===== config.mk =====
export PLATFORM = sky130hd
export DESIGN_NAME = ubc_top
export DESIGN_NICKNAME = d
export VERILOG_FILES = /design/src/design/ubc_pkg.sv /design/src/design/ubc_top.sv
export VERILOG_INCLUDE_DIRS = /design/src /design/src/design
export SDC_FILE = /design/constraint.sdc
export NUM_CORES = 1
export LEC_CHECK = 0
export ABC_AREA = 0
export BUFFER_PORTS_ARGS = -buffer_cell sky130_fd_sc_hd__clkbuf_2
export CORE_AREA = 5 5 96 98
export DETAILED_ROUTE_END_ITERATION = 12
export DIE_AREA = 0 0 101 103
export HOLD_SLACK_MARGIN = 0.02
export PLACE_DENSITY_LB_ADDON = 0.08
export SETUP_SLACK_MARGIN = 0.5
export SYNTH_ARGS = -nofsm -noshare
export SYNTH_HDL_FRONTEND = slang
export SYNTH_SLANG_ARGS = --single-unit

===== constraint.sdc =====
create_clock -name sys_clk -period 6.1 [get_ports sys_clk]
set_clock_uncertainty 0.2 [all_clocks]
set_input_delay 0.305 -clock sys_clk [delete_from_list [all_inputs] [get_ports sys_clk]]
set_output_delay 0.305 -clock sys_clk [all_outputs]
set_load 0.005 [all_outputs]

===== src/design/ubc_params.svh =====
// Register offsets, field positions, reset values and counts of the baud and break block.
`ifndef UBC_PARAMS_SVH
`define UBC_PARAMS_SVH

// ----------------------------------------------------------------
// Register map
// ----------------------------------------------------------------
`define UBC_ADDR_BAUD_DIVISOR 16'hFF57
`define UBC_ADDR_BREAK_CONTROL 16'hFF58

// ----------------------------------------------------------------
// Reset values
// ----------------------------------------------------------------
`define UBC_RST_BAUD_DIVISOR 8'hFF
`define UBC_RST_BREAK_CONTROL 8'h16

// ----------------------------------------------------------------
// Control register fields
// ----------------------------------------------------------------
`define UBC_BIT_RX_BUSY 7
`define UBC_BIT_RX_TRIG 6
`define UBC_BIT_TX_TRIG 5
`define UBC_LEN_HI 4
`define UBC_LEN_LO 2
`define UBC_BIT_ORDER 1
`define UBC_BIT_INVERT 0

// ----------------------------------------------------------------
// Counts
// ----------------------------------------------------------------
`define UBC_DIV_MIN 8'h08
`define UBC_BREAK_LEN_BASE 5'h0D
`define UBC_BREAK_LEN_ROT 3'h3
`define UBC_RX_BREAK_MIN 5'h0B
`define UBC_PRESCALE_MAX_SEL 4'hA

`endif


===== src/design/ubc_pkg.sv =====
// Types shared by the baud and break control block.
package ubc_pkg;

  // Break transmitter states.
  typedef enum logic [0:0] {
    UBC_TX_IDLE,
    UBC_TX_SEND
  } ubc_tx_state_t;

  // Break receiver states.
  typedef enum logic [1:0] {
    UBC_RX_IDLE,
    UBC_RX_WAIT_LOW,
    UBC_RX_MEASURE
  } ubc_rx_state_t;

  typedef logic [7:0] ubc_byte_t;
  typedef logic [3:0] ubc_clk_sel_t;

endpackage


===== src/design/ubc_top.sv =====
// Baud divider and sync-break control of the asynchronous serial port.
`timescale 1ns/1ns
`include "ubc_params.svh"

module ubc_top (
  input wire logic sys_clk,
  input wire logic srst,
  input wire logic [15:0] reg_addr,
  input wire logic reg_wr,
  input wire logic reg_rd,
  input wire ubc_pkg::ubc_byte_t reg_wdata,
  output ubc_pkg::ubc_byte_t reg_rdata,
  input wire logic serial_power_enable,
  input wire logic transmit_enable_bit,
  input wire logic receive_enable_bit,
  input wire ubc_pkg::ubc_clk_sel_t base_clock_select,
  input wire logic serial_receive_pin,
  output logic serial_transmit_pin,
  output logic first_bit_order,
  output logic bit_rate_tick,
  output logic transmit_complete_irq,
  output logic break_receive_irq
);
  import ubc_pkg::*;

  // ----------------------------------------------------------------
  // Helpers
  // ----------------------------------------------------------------
  // Maps the length field onto 13..20 bit times.
  function automatic logic [4:0] ubc_break_len(input logic [2:0] code);
    logic [2:0] rot;
    rot = code + `UBC_BREAK_LEN_ROT;
    ubc_break_len = `UBC_BREAK_LEN_BASE + {2'b00, rot};
  endfunction

  // ----------------------------------------------------------------
  // Registers and state
  // ----------------------------------------------------------------
  // Reset image of the control register, split into its fields below.
  localparam ubc_byte_t ctl_reset = `UBC_RST_BREAK_CONTROL;
  ubc_byte_t baud_divisor;
  logic [2:0] break_len;
  logic tx_invert;
  logic rx_busy;
  logic [9:0] prescale;
  logic base_tick;
  logic [7:0] baud_cnt;
  logic half_phase;
  logic [4:0] tx_bits;
  logic [4:0] rx_bits;
  logic rx_meta;
  logic rx_sync;
  logic rx_prev;
  ubc_tx_state_t tx_state;
  ubc_rx_state_t rx_state;
  logic wr_div;
  logic wr_ctl;
  logic tx_done;
  logic rx_ok;
  logic [7:0] div_eff;

  assign wr_div = reg_wr && (reg_addr == `UBC_ADDR_BAUD_DIVISOR);
  assign wr_ctl = reg_wr && (reg_addr == `UBC_ADDR_BREAK_CONTROL);
  assign tx_done = (tx_state == UBC_TX_SEND) && bit_rate_tick
                   && (tx_bits == ubc_break_len(break_len));
  assign rx_ok = (rx_state == UBC_RX_MEASURE) && rx_sync
                 && (rx_bits >= `UBC_RX_BREAK_MIN);
  // Divisors below eight are prohibited; clamping keeps the counter sane.
  assign div_eff = (baud_divisor < `UBC_DIV_MIN) ? `UBC_DIV_MIN
                   : baud_divisor;

  // ----------------------------------------------------------------
  // Register file
  // ----------------------------------------------------------------
  // The divisor is stored as written; a same-value rewrite leaves the
  // counter running, so a refresh never disturbs a transfer.
  always_ff @(posedge sys_clk) begin
    if (srst) begin
      baud_divisor <= `UBC_RST_BAUD_DIVISOR;
    end else if (wr_div) begin
      baud_divisor <= reg_wdata;
    end
  end

  // Plain control fields; the busy flag ignores written bit 7 and is set only by the receive trigger.
  always_ff @(posedge sys_clk) begin
    if (srst) begin
      break_len <= ctl_reset[`UBC_LEN_HI:`UBC_LEN_LO];
      first_bit_order <= ctl_reset[`UBC_BIT_ORDER];
      tx_invert <= ctl_reset[`UBC_BIT_INVERT];
    end else if (wr_ctl) begin
      break_len <= reg_wdata[`UBC_LEN_HI:`UBC_LEN_LO];
      first_bit_order <= reg_wdata[`UBC_BIT_ORDER];
      tx_invert <= reg_wdata[`UBC_BIT_INVERT];
    end
  end

  // Read data is registered; triggers always read zero, unmapped reads zero.
  always_ff @(posedge sys_clk) begin
    if (srst) begin
      reg_rdata <= 8'h00;
    end else if (reg_rd) begin
      if (reg_addr == `UBC_ADDR_BAUD_DIVISOR) begin
        reg_rdata <= baud_divisor;
      end else if (reg_addr == `UBC_ADDR_BREAK_CONTROL) begin
        reg_rdata <= {rx_busy, 2'b00, break_len, first_bit_order,
                      tx_invert};
      end else begin
        reg_rdata <= 8'h00;
      end
    end
  end

  // ----------------------------------------------------------------
  // Base clock and baud counter
  // ----------------------------------------------------------------
  // Free prescaler; the selected tap ticks when its low bits are all ones.
  // Codes above ten (timer source, prohibited codes) give no base clock.
  always_ff @(posedge sys_clk) begin
    if (srst || !serial_power_enable) begin
      prescale <= 10'h000;
      base_tick <= 1'b0;
    end else begin
      prescale <= prescale + 10'h001;
      base_tick <= (base_clock_select <= `UBC_PRESCALE_MAX_SEL) &&
        ((prescale | ~((10'h001 << base_clock_select) - 10'h001))
         == 10'h3FF);
    end
  end

  // The counter wraps every k base ticks; every second wrap is a bit time.
  always_ff @(posedge sys_clk) begin
    if (srst || !serial_power_enable) begin
      baud_cnt <= 8'h00;
      half_phase <= 1'b0;
      bit_rate_tick <= 1'b0;
    end else begin
      bit_rate_tick <= 1'b0;
      if (base_tick) begin
        if (baud_cnt >= div_eff - 8'h01) begin
          baud_cnt <= 8'h00;
          half_phase <= ~half_phase;
          bit_rate_tick <= half_phase;
        end else begin
          baud_cnt <= baud_cnt + 8'h01;
        end
      end
    end
  end

  // ----------------------------------------------------------------
  // Break transmitter
  // ----------------------------------------------------------------
  // A trigger write restarts the break, which is why software must not
  // refresh the register with the trigger set while one is running.
  always_ff @(posedge sys_clk) begin
    if (srst || !serial_power_enable || !transmit_enable_bit) begin
      tx_state <= UBC_TX_IDLE;
      tx_bits <= 5'h00;
      transmit_complete_irq <= 1'b0;
    end else begin
      transmit_complete_irq <= tx_done;
      if (wr_ctl && reg_wdata[`UBC_BIT_TX_TRIG]) begin
        tx_state <= UBC_TX_SEND;
        tx_bits <= 5'h00;
      end else if (tx_done) begin
        tx_state <= UBC_TX_IDLE;
      end else if (tx_state == UBC_TX_SEND && bit_rate_tick) begin
        tx_bits <= tx_bits + 5'h01;
      end
    end
  end

  // Break drives the line low, or high when tx_invert is set; unpowered the pin rests high.
  always_ff @(posedge sys_clk) begin
    if (srst || !serial_power_enable) begin
      serial_transmit_pin <= 1'b1;
    end else begin
      serial_transmit_pin <= (tx_state != UBC_TX_SEND) ^ tx_invert;
    end
  end

  // ----------------------------------------------------------------
  // Break receiver
  // ----------------------------------------------------------------
  // Two-stage synchroniser for the asynchronous receive pin.
  always_ff @(posedge sys_clk) begin
    if (srst) begin
      rx_meta <= 1'b1;
      rx_sync <= 1'b1;
      rx_prev <= 1'b1;
    end else begin
      rx_meta <= serial_receive_pin;
      rx_sync <= rx_meta;
      rx_prev <= rx_sync;
    end
  end

  // Measures the low time in bit times; a short pulse is a failure and
  // the receiver simply waits for the next falling edge.
  always_ff @(posedge sys_clk) begin
    if (srst || !serial_power_enable || !receive_enable_bit) begin
      rx_state <= UBC_RX_IDLE;
      rx_bits <= 5'h00;
      break_receive_irq <= 1'b0;
    end else begin
      break_receive_irq <= rx_ok;
      if (wr_ctl && reg_wdata[`UBC_BIT_RX_TRIG]) begin
        rx_state <= UBC_RX_WAIT_LOW;
      end else if (rx_ok) begin
        rx_state <= UBC_RX_IDLE;
      end else begin
        unique case (rx_state)
          UBC_RX_IDLE: begin
            rx_bits <= 5'h00;
          end
          UBC_RX_WAIT_LOW: begin
            rx_bits <= 5'h00;
            if (rx_prev && !rx_sync) begin
              rx_state <= UBC_RX_MEASURE;
            end
          end
          UBC_RX_MEASURE: begin
            if (rx_sync) begin
              rx_state <= UBC_RX_WAIT_LOW;
            end else if (bit_rate_tick && rx_bits != 5'h1F) begin
              rx_bits <= rx_bits + 5'h01;
            end
          end
          // The unused fourth code falls back to idle.
          default: begin
            rx_state <= UBC_RX_IDLE;
          end
        endcase
      end
    end
  end

  // Busy flag: set by the trigger, held on failure, cleared on success or
  // whenever power is off, whatever the receive enable.
  always_ff @(posedge sys_clk) begin
    if (srst || (!serial_power_enable && !receive_enable_bit)) begin
      rx_busy <= 1'b0;
    end else if (!serial_power_enable) begin
      rx_busy <= 1'b0;
    end else if (receive_enable_bit && wr_ctl
                 && reg_wdata[`UBC_BIT_RX_TRIG]) begin
      rx_busy <= 1'b1;
    end else if (rx_ok) begin
      rx_busy <= 1'b0;
    end
  end

endmodule // ubc_top


## Yosys cells after proc, flatten, opt, wreduce, memory -nomap -nowiden

Index checks and enable logic that the tools add are counted.

| storage, ports and cells | value |
|---|---|
| flip-flop bits (word level) | 62 |
| bits in latches | 0 |
| memory bits (writable) | 0 |
| ROM bits | 0 |
| bits of input ports | 36 |
| output and inout port bits | 13 |
| logic and storage cells | 113 |
| memories | 0 |

| operators by class | value |
|---|---|
| add/subtract/negate cells | 8 |
| multiply operators | 0 |
| divide/modulo/power cells | 0 |
| magnitude comparators | 4 |
| eq/ne operators | 14 |
| shift operators | 1 |
| mux-type cells | 16 |
| bitwise operators | 12 |
| reductions and logical operators | 36 |

Operators with widths:

| cell | number |
|---|---|
| $eq 16x16->1 const B | 2 |
| $mux 8 | 4 |
| $logic_and 1x1->1 | 14 |
| $add 10x1->10 const B | 1 |
| $add 5x1->5 const B | 2 |
| $eq 10x10->1 const B | 1 |
| $mux 5 | 2 |
| $not 10->10 | 1 |
| $or 10x10->10 | 1 |
| $pmux 5 s2 | 1 |
| $shl 1x4->10 const A | 1 |
| $sub 10x1->10 const B | 1 |
| $not 1->1 | 9 |
| $add 8x1->8 const B | 1 |
| $ge 8x8->1 | 1 |
| $lt 8x4->1 const B | 1 |
| $sub 8x1->8 const B | 1 |
| $mux 1 | 6 |
| $ne 2x2->1 const B | 3 |
| $pmux 2 s3 | 1 |
| $reduce_and 3->1 | 2 |
| $reduce_bool 2->1 | 3 |
| $reduce_or 2->1 | 3 |
| $reduce_or 3->1 | 2 |
| 19 further kinds | 27 |

## Logic depth before layout (Yosys ltp)

Gate-level depths: netlist of the first run.

| logic depth | value |
|---|---|
| depth in word-level cells | 6 |
| mapped depth | 14 |

## Worst setup path after synthesis of the first run

Ideal clock, no wire load.

| timing | value |
|---|---|
| path type | register -> register |
| from | register baud_divisor[6] |
| to | register baud_cnt[4] |
| library setup time | 129 ps |
| arrival | 2922 ps |
| data required time | 5771 ps |
| setup slack | 2848 ps |
| cell stages (with the launch flop) | 15 |
| path buffers | 0 |
| clock period less this slack | 3252 ps |
| path through | dfxtp_1 or3_1 or3_1 nand2_1 ha_1 nand2_1 or3_1 nor3b_1 a21oi_1 ha_1 nand4_1 a21oi_1 a21oi_2 o21ai_0 nor2_1 |

| on the way | value |
|---|---|
| cells in the longest elaborated chain, start to end | 5 |

Ends and longest elaborated chain:

| element | line | RTL |
|---|---|---|
| start, declared | ubc_top.sv:41 | `ubc_byte_t baud_divisor;` |
| start signal, assigned | ubc_top.sv:79 | `` baud_divisor <= `UBC_RST_BAUD_DIVISOR; `` |
| start signal, assigned | ubc_top.sv:81 | `baud_divisor <= reg_wdata;` |
| $lt 8x4->1 (no source line) | n/a |  |
| $mux 8 * | ubc_top.sv:69 | `` assign div_eff = (baud_divisor < `UBC_DIV_MIN) ? `UBC_DIV_MIN `` |
| $sub 8x1->8 * | ubc_top.sv:140 | `if (baud_cnt >= div_eff - 8'h01) begin` |
| $ge 8x8->1 * | ubc_top.sv:140 |  |
| $mux 8 * | ubc_top.sv:140 |  |
| end signal, assigned | ubc_top.sv:145 | `baud_cnt <= baud_cnt + 8'h01;` |
| end, declared | ubc_top.sv:47 | `logic [7:0] baud_cnt;` |

Mark *: on every way between the ends. The rest lies on a longest branch, timed or not.
A chain may end at the register's enable or synchronous reset.

## Worst setup path after layout of the first run

| timing | value |
|---|---|
| from | register baud_divisor[4] |
| to | register baud_cnt[5] |

The elaborated chain is that of the path after synthesis.

==> implementation parameters, run 1 <==
Parameter                              Value

Outcome
  Run status ... complete, no violations

Floorplan
  Die X ... slightly above 100 µm
  Chip height ... 103 µm
  Effective utilization at floorplan ... between 30% and 40%
  Core area ... around 8400 µm²
  Area of the die ... roughly 10000 µm²
  Boundary pin count ... between 40 and 50
  Number of core rows ... 34

Synth
  Arithmetic-cell share of the synthesized area counting full adders, half adders and majority gates ... between 7 and 8%
  Area of the mapped netlist ... about 3200 µm²
  Syn nets ... 422
  Dominant cell type by area after synthesis ... sky130_fd_sc_hd__dfxtp_1
  Synth Area in Compound Gates ... between 10% and 20%
  Synth area leaders ... sky130_fd_sc_hd__dfxtp_1, sky130_fd_sc_hd__ha_1, sky130_fd_sc_hd__nand3_1
  Area share of xor/xnor cells in the synthesized design ... 6.59%
  Post-synthesis instance total ... about 370
  Synth top area share ... between 30% and 40%
  Largest family of logic cells by synthesized area ... simple AND/OR/NAND/NOR gates
  Sequential-to-total area share from yosys stat ... roughly 39%
  Count of yosys warnings during synthesis ... 0
  Multiplexer share of the synthesized area ... roughly 1.6%
  Yosys cell types ... between 40 and 50
  Seq cells post-synth ... 62
  Simple-gate share of the synthesized area ... between 20% and 30%
  Synthesized area per cell ... between 8 and 9 µm²

Cells and area
  Final antenna diode count ... 0
  Area added between synthesis and finish ... 19.6%
  Layout Nets ... between 400 and 500
  Final design area excluding fillers ... 3810 µm²
  Share of layout cells above drive strength 1 ... approximately 18%

Drt
  Router iterations before antenna repair ... 4
  Via total after detailed routing ... around 2.8k
  Detail Route met2 WL ... between 3 and 4 mm
  Count of routing violations after the opening detailed-route iteration ... 92
  Detail-routed net length per standard cell ... about 14 µm
  DRT Wirelength ... 7.36 mm
  Uppermost layer routed ... met4
  DRC ... 0
  Met1 layer wirelength in the final routing ... 3.40 mm
  Count of antenna-violating nets left after detailed routing ... 0
  Amount of wire on met3 after detailed routing ... around 420 µm
  Drt via density ... slightly above 5

Pwr
  Leakage ... ~1.5 nW
  Worst supply voltage drop on vdd ... around 0.10 mV
  Power per standard cell area ... approximately 220 nW/µm²

Clock tree
  Worst-Skew Late Latency ... roughly 0.33 ns
  Post-CTS setup buffer count ... 0
  Root Buffer Master ... sky130_fd_sc_hd__clkbuf_8
  Clk pin slew, worst setup/hold paths ... around 0.060 ns
  Hold-fix buffers at CTS ... 8
  CTS tree ... built
  Number of H-tree levels ... 3
  CTS-repair resized insts ... 0
  Number of clock sinks ... 62
  Number of buffers inserted during clock tree synthesis ... 9
  Maximum count of clock buffers along a single path ... 2

Setup path
  Capturing element type of the critical path ... register
  Critical R2R Capture ... baud_cnt[5]
  Worst EP arrival ... around 3.6 ns
  Critical path required time ... around 6 ns
  Launch instance of the worst register-to-register path ... baud_divisor[4]
  Maximum fanout along the worst path ... 9
  Category of the most critical setup path ... register to register
  Number of cells on the worst reg-to-reg path ... 14
  Startpoint type of the worst setup path ... register
  Setup slack on the worst flop-to-flop path ... between 2 and 2.5 ns

Hold path
  Hold Path Origin ... receive_enable_bit
  Worst hold path stage count ... 3
  WHS Endpoint ... rx_busy
  Class of the tightest hold or removal check ... input pin to register

Placement
  Routability-driven placement congestion ratio ... approximately 0.78
  Placement-stage cell area ... roughly 3500 µm²
  Count of buffers from port buffering ... 48
  Placed wire-length estimate ... roughly 5.4 mm
  Post-placement setup slack ... 2.49 ns

Timing
  Slew Limit Fails ... 0
  Minimum setup slack in the final design ... approximately 2.5 ns
  Setup repair after global routing missed its margin ... no
  Final critical path time including I/O delays and setup ... around 3.6 ns
  Number of endpoints with negative hold slack in the final report ... 0
  Crit share post-route ... between 50 and 60%
  Setup TNS Final ... 0 ns
  Final setup violation count ... 0
  Maximum achievable frequency ... 275 MHz
  Actual transition at the worst max-transition pin ... ~0.75 ns
  Relative max-transition margin ... 50.1%

GRT
  Number of global-route vias before repair ... 2512
  Total global routing overflow ... 0
  Pin count of the biggest net entering global routing ... 27
  Number of antenna violations at the first check in global routing ... 0
  Wire length of the first global-routing pass ... around 12 mm
  Total global-route track usage ... between 10 and 15%

Run
  Max-cap violations ... 0
## worst max-delay path by stage
stage,endpoint,cells past startpoint,startpoint
CTS,baud_cnt[6],14,baud_divisor[4]
global placement,baud_cnt[7],14,baud_divisor[6]
global route,baud_cnt[5],14,baud_divisor[4]
floorplan,baud_cnt[4],14,baud_divisor[6]
detailed placement,baud_cnt[6],14,baud_divisor[4]
finish,baud_cnt[5],14,baud_divisor[4]
## synthesized netlist by cell type (all sizes together)
master	count
nor2b	7
or3	3
clkbuf	6
dfxtp	62
nand2b	6
a211o	4
nor3b	1
or2	3
or4b	3
buf	2
nand4bb	1
nand3b	10
o21bai	1
a22oi	6
a2111o	1
nand2	35
and3	6
a31oi	7
a32o	1
o21ai	16
or4	1
nand4	6
nand3	31
xnor2	13
ha	18
mux2	2
a21o	4
nor2	37
a211oi	8
nor4	4
nor4b	1
nand4b	3
a21oi	21
o31ai	2
xor2	11
inv	11
nor3	7
and2	4
mux2i	3
## where the power goes
part | switching [mW] | total [mW] | leakage, nW | internal, mW
Clock | 0.158 | 0.369 | 0.0996 | 0.211
Sequential | 0.00212 | 0.410 | 0.502 | 0.408
Combinational | 0.0230 | 0.0437 | 0.943 | 0.0207
Total | 0.183 | 0.822 | 1.54 | 0.640
## worst max-delay path, stage by stage, from the launching register on
cell                      delay, ns
sky130_fd_sc_hd__dfxtp_1       0.36
sky130_fd_sc_hd__or3_1         0.39
sky130_fd_sc_hd__or3_1         0.37
sky130_fd_sc_hd__nand2_1       0.11
sky130_fd_sc_hd__ha_1          0.19
sky130_fd_sc_hd__nand2_1       0.08
sky130_fd_sc_hd__or3_1         0.34
sky130_fd_sc_hd__nor3b_1       0.19
sky130_fd_sc_hd__a21oi_1       0.07
sky130_fd_sc_hd__ha_1          0.30
sky130_fd_sc_hd__nand2_1       0.04
sky130_fd_sc_hd__o21ai_0       0.22
sky130_fd_sc_hd__a21oi_2       0.13
sky130_fd_sc_hd__o21ai_0       0.40
sky130_fd_sc_hd__nor2_1        0.10
## sequential cells by signal, summed over array words and instances, names as in the netlist
name / cells
prescale: 10
baud_cnt: 8
baud_divisor: 8
reg_rdata: 8
rx_bits: 5
tx_bits: 5
break_len: 3
rx_state: 2
base_tick: 1
bit_rate_tick: 1
break_receive_irq: 1
first_bit_order: 1
half_phase: 1
rx_busy: 1
rx_meta: 1
rx_prev: 1
rx_sync: 1
serial_transmit_pin: 1
transmit_complete_irq: 1
tx_invert: 1
tx_state: 1
## per-stage QoR
step	cells	hold slack [ns]	total power, mW	util [%]
final	542	0.0747	0.822	45.5
after detailed placement	517	0.217	0.460	42.0
after global routing	542	0.0740	0.863	45.5
after floorplan	368	0.189	0.438	-
after CTS	541	0.0256	0.838	45.4
after global placement	517	0.204	0.459	42.0
## layout make-up
class | count | area [µm²]
Fill cell | 842 | 4570
Tap cell | 108 | 135
Inverter | 11 | 41.3
Clock inverter | 3 | 42.5
Timing Repair Buffer | 58 | 338
Multi-Input combinational cell | 287 | 1860
Sequential cell | 62 | 1240
Clock buffer | 13 | 159
## placed cells by master (no fill, tap or decap), drive strengths merged, types with 3 or more instances in the layout
cell type / synthesis / final
a21o: 4 / 4
a211oi: 8 / 8
o21ai: 16 / 16
and3: 6 / 6
nor2: 37 / 37
clkbuf: 6 / 61
nand2b: 6 / 6
inv: 11 / 11
ha: 18 / 18
a211o: 4 / 4
nor2b: 7 / 7
nor3: 7 / 7
xor2: 11 / 11
nor4: 4 / 4
nand4b: 3 / 3
or2: 3 / 3
and2: 4 / 4
or4b: 3 / 3
xnor2: 13 / 13
a21oi: 21 / 21
dfxtp: 62 / 62
nand3b: 10 / 10
nand2: 35 / 35
dlygate4sd3: 0 / 9
a31oi: 7 / 7
nand3: 31 / 31
a22oi: 6 / 6
mux2i: 3 / 3
nand4: 6 / 6
or3: 3 / 3
## layer usage
metal | GRT usage, % | vias to the layer above
met5 | 0 | -
met4 | 3.99 | 0
met3 | 4.67 | 6
met2 | 23.7 | 63
met1 | 18.8 | 1283
li1 | - | 1448
## cells by family (layout without fill, tap and decap cells)
family,after synthesis,after routing
fa+ha+maj,18,18
xor+xnor,24,24
compound gates,71,71
buf+inv,19,85
flops,62,62
mux,5,5
simple gates,169,169
No activity file was read; power rests on OpenSTA's default activity.
==> inputs of run 2 (changes only) <==
- ABC_AREA: 0 -> 1
- CORE_AREA: 5 5 96 98 -> 5 5 97 99
- DIE_AREA: 0 0 101 103 -> 0 0 102 104
- clock period: 6.1 -> 3.5 ns (I/O delays scaled with it)
==> run 2 against run 1 <==
Against the previous run: count of clock-buffer cells in the layout stayed put; final area increased by 3.9%; via count grew 8.2%; cell count increased by 18%; first-iteration DRC count grew 14%; non-clock buffer count up 6; setup slack got worse by 1.7 ns; total power increased by 67%; synthesized cell count rose by 26%.
==> implementation parameters, run 2 <==
Parameter                              Value

Cells and area
  Register bank with the most flops ... prescale
  Max reg flops ... 10 (unchanged)
  Area added between synthesis and finish ... 20.2%
  Share of layout cells above drive strength 1 ... 15.4% (-2.8 points)
  Commonest non-fill, non-tap cell in the layout ... sky130_fd_sc_hd__nand2_1
  Count of fill cells added during filler insertion ... 869 (+3.2%)
  Layout Nets ... 585 (+21%)
  Count of placed standard cells in the final layout, fillers left out ... 642 (+18%)
  Sequential cell area ... 1240 µm² (unchanged)
  Highest-count cells in the layout ignoring fill and taps ... sky130_fd_sc_hd__nand2_1, sky130_fd_sc_hd__dfxtp_1, sky130_fd_sc_hd__nor2_1
  Area occupied by multi-input gates ... 1820 µm² (-2.2%)
  Final antenna diode count ... 0 (unchanged)

Synth
  Syn nets ... 518 (+23%)
  Count of flip-flops with a built-in enable after synthesis ... 0 (unchanged)
  Synth top area share ... 37.6% (-1.3 points)
  Yosys cell types ... 36 (-27%)
  Synth area leaders ... sky130_fd_sc_hd__dfxtp_1, sky130_fd_sc_hd__nand2_1, sky130_fd_sc_hd__ha_1
  Top-count cell post-synth ... sky130_fd_sc_hd__nand2_1
  Count of yosys warnings during synthesis ... 0 (unchanged)
  Post-synthesis instance total ... 464 (+26%)
  Most instantiated flip-flop cell in the synthesis netlist ... sky130_fd_sc_hd__dfxtp_1
  Synthesized area per cell ... 7.11 µm² (-18%)
  Dominant cell type by area after synthesis ... sky130_fd_sc_hd__dfxtp_1
  Synth top cells by count ... sky130_fd_sc_hd__nand2_1, sky130_fd_sc_hd__dfxtp_1, sky130_fd_sc_hd__nor2_1, sky130_fd_sc_hd__inv_1, sky130_fd_sc_hd__nand3_1
  Sequential-to-total area share from yosys stat ... 37.6% (-1.3 points)
  Synth async-reset ratio ... 0% (unchanged)
  Seq cells post-synth ... 62 (unchanged)
  Area of the mapped netlist ... 3300 µm² (+3.4%)

Pwr
  Comb pwr share ... 6.5% (+1.2 points)
  Leakage ... 1.82 nW (+18%)
  Total chip power ... 1.37 mW (+67%)
  Worst supply voltage drop on vdd ... 0.201 mV (+98%)
  Power share of the sequential group ... 52.1% (+2.2 points)
  Internal power consumption ... 1.06 mW (+66%)
  Switching part of the total ... 22.8% (+0.53 points)
  Power per standard cell area ... 347 nW/µm² (+61%)
  Switching pwr ... 0.313 mW (+71%)
  Clock power frac ... 41.3% (-3.5 points)

Clock tree
  Root Buffer Master ... sky130_fd_sc_hd__clkbuf_8
  Clk pin slew, worst setup/hold paths ... 0.07 ns (about the same)
  Number of buffers inserted during clock tree synthesis ... 9 (unchanged)
  Worst-Skew Late Latency ... 0.33 ns (about the same)
  Number of clock sinks ... 62 (unchanged)
  CTS tree ... built
  Maximum count of clock buffers along a single path ... 2 (unchanged)
  Number of H-tree levels ... 3 (unchanged)

Setup path
  Critical path required time ... 3.57 ns (-2.53 ns)
  Startpoint type of the worst setup path ... register
  Launch instance of the worst register-to-register path ... baud_divisor[4]
  Capturing element type of the critical path ... register
  Category of the most critical setup path ... register to register
  Maximum fanout along the worst path ... 7 (-2)
  Worst EP arrival ... 2.77 ns (-0.87 ns)
  Origin of the worst setup path ... baud_divisor[4]

GRT
  Number of antenna violations at the first check in global routing ... 0 (unchanged)
  Number of global-route vias before repair ... 2802 (+12%)
  Total global-route track usage ... 14.5% (-0.17 points)
  Wire length of the first global-routing pass ... 12.5 mm (+4.3%)
  Total global routing overflow ... 0 (unchanged)
  Pin count of the biggest net entering global routing ... 18 (-33%)

Placement
  Placed wire-length estimate ... 5.54 mm (+2.7%)
  Count of buffers from port buffering ... 48 (unchanged)
  Routability-driven placement congestion ratio ... 0.764 (-1.6%)
  # placed instances ... 613 (+19%)
  Post-placement setup slack ... 0.773 ns (-1.71 ns)

Timing
  Relative max-transition margin ... 69.6% (+20 points)
  Setup TNS Final ... 0 ns (unchanged)
  Crit share post-route ... 77.1% (+17 points)
  Setup repair after global routing missed its margin ... no
  Slew Limit Fails ... 0 (unchanged)
  Final critical path time including I/O delays and setup ... 2.70 ns (-0.938 ns)
  Actual transition at the worst max-transition pin ... 0.454 ns (-0.293 ns)
  Worst-case hold slack ... 0.0581 ns (-0.0166 ns)
  Maximum achievable frequency ... 370 MHz (+35%)
  Final setup violation count ... 0 (unchanged)
  Minimum setup slack in the final design ... 0.800 ns (-1.66 ns)
  Number of endpoints with negative hold slack in the final report ... 0 (unchanged)

Drt
  Detail-routed net length per standard cell ... 11.5 µm (-15%)
  Router iterations before antenna repair ... 4 (unchanged)
  Count of routing violations after the opening detailed-route iteration ... 105 (+14%)
  DRT Wirelength ... 7.38 mm (+0.23%)
  Via total after detailed routing ... 3029 (+8.2%)
  Count of antenna-violating nets left after detailed routing ... 0 (unchanged)
  DRC ... 0 (unchanged)
  Drt via density ... 4.72 (-8.7%)

Floorplan
  Core area ... 8470 µm² (+1.0%)
  Number of core rows ... 34 (unchanged)
  Chip height ... 104 µm (+0.97%)
  Die X ... 102 µm (+0.99%)
  Area of the die ... 10600 µm² (+2.0%)
  Effective utilization at floorplan ... 39.0% (+0.89 points)
  Boundary pin count ... 49 (unchanged)

Outcome
  Run status ... complete, no violations

Hold path
  Hold Path Origin ... receive_enable_bit
  Class of the tightest hold or removal check ... input pin to register

Run
  Max-cap violations ... 0 (unchanged)
run 2: cell type report:
| class | instances | area share, % |
|---|---|---|
| inverters | 52 | 5.05 |
| flip-flops and latches | 62 | 31.3 |
| multi-input cells | 342 | 45.8 |
| well taps | 108 | 3.41 |
| clock buffers | 13 | 4.26 |
| clock inverters | 1 | 0.126 |
| repair buffers | 64 | 10.0 |
run 2: path summary, 6_finish.rpt:
path / end / slack, ns / cells after the start
worst min-delay path: rx_bits[3] / 0.06 / 3
worst min register to register: rx_sync / 0.22 / 1
worst max-delay path: baud_cnt[0] / 0.80 / 12
worst max register to register: baud_cnt[0] / 0.80 / 12
run 2: logic make-up (layout without fill, tap and decap cells):
logic type                 Yosys count  after routing  synth area share (%)
AOI/OAI and AO/OA                   59             59                  10.2
adders and majority gates           18             18                  6.83
xor gates and xnor gates            18             18                  4.78
buffers and inverters               60            130                  7.36
and+or+nand+nor                    247            247                  33.2
DFF                                 62             62                  37.6
run 2: metal layers:
layer | vias to the layer above | wire, µm | GRT usage (%) | part of all wire (%)
met5 | - | 0 | 0 | 0
met4 | 0 | 102 | 4.50 | 1.4
met3 | 10 | 318 | 3.96 | 4.3
met2 | 39 | 3320 | 23.4 | 45
met1 | 1338 | 3640 | 18.6 | 49
li1 | 1642 | - | - | -
run 2: worst max-delay path: stages (launching register included):
cell and delay (ns):
sky130_fd_sc_hd__dfxtp_1 0.36, sky130_fd_sc_hd__nor2_1 0.21, sky130_fd_sc_hd__nand3b_1 0.17, sky130_fd_sc_hd__o31ai_1 0.15, sky130_fd_sc_hd__nand3b_1 0.18, sky130_fd_sc_hd__o31ai_1 0.27
sky130_fd_sc_hd__ha_1 0.30, sky130_fd_sc_hd__a21oi_1 0.17, sky130_fd_sc_hd__o21a_1 0.16, sky130_fd_sc_hd__nand3_1 0.13, sky130_fd_sc_hd__nand2_1 0.10, sky130_fd_sc_hd__nand2_2 0.11
sky130_fd_sc_hd__a21oi_1 0.13
run 2: what timing repair did:
action | CTS | global route
hold endpoints to repair | 27 | 0
gates resized for setup | 0 | 1
buffers inserted | 0 | 0
setup endpoints to repair | 0 | 2
hold buffers | 15 | 0
run 2: per-stage QoR:
step	util [%]	cell area [µm²]
floorplan	-	3300
global placement	43.0	3640
detailed placement	43.0	3640
CTS	46.8	3960
global route	46.8	3970
finish	46.8	3970
run 2: power groups by stage:
stage | Sequential, mW | Combinational, mW | Clock, mW
2_1_floorplan | 0.732 | 0.0411 | 0
3_3_place_gp | 0.732 | 0.0778 | 0
3_5_place_dp | 0.732 | 0.0783 | 0
4_1_cts | 0.716 | 0.0908 | 0.590
5_1_grt | 0.717 | 0.101 | 0.617
6_report | 0.716 | 0.0898 | 0.568
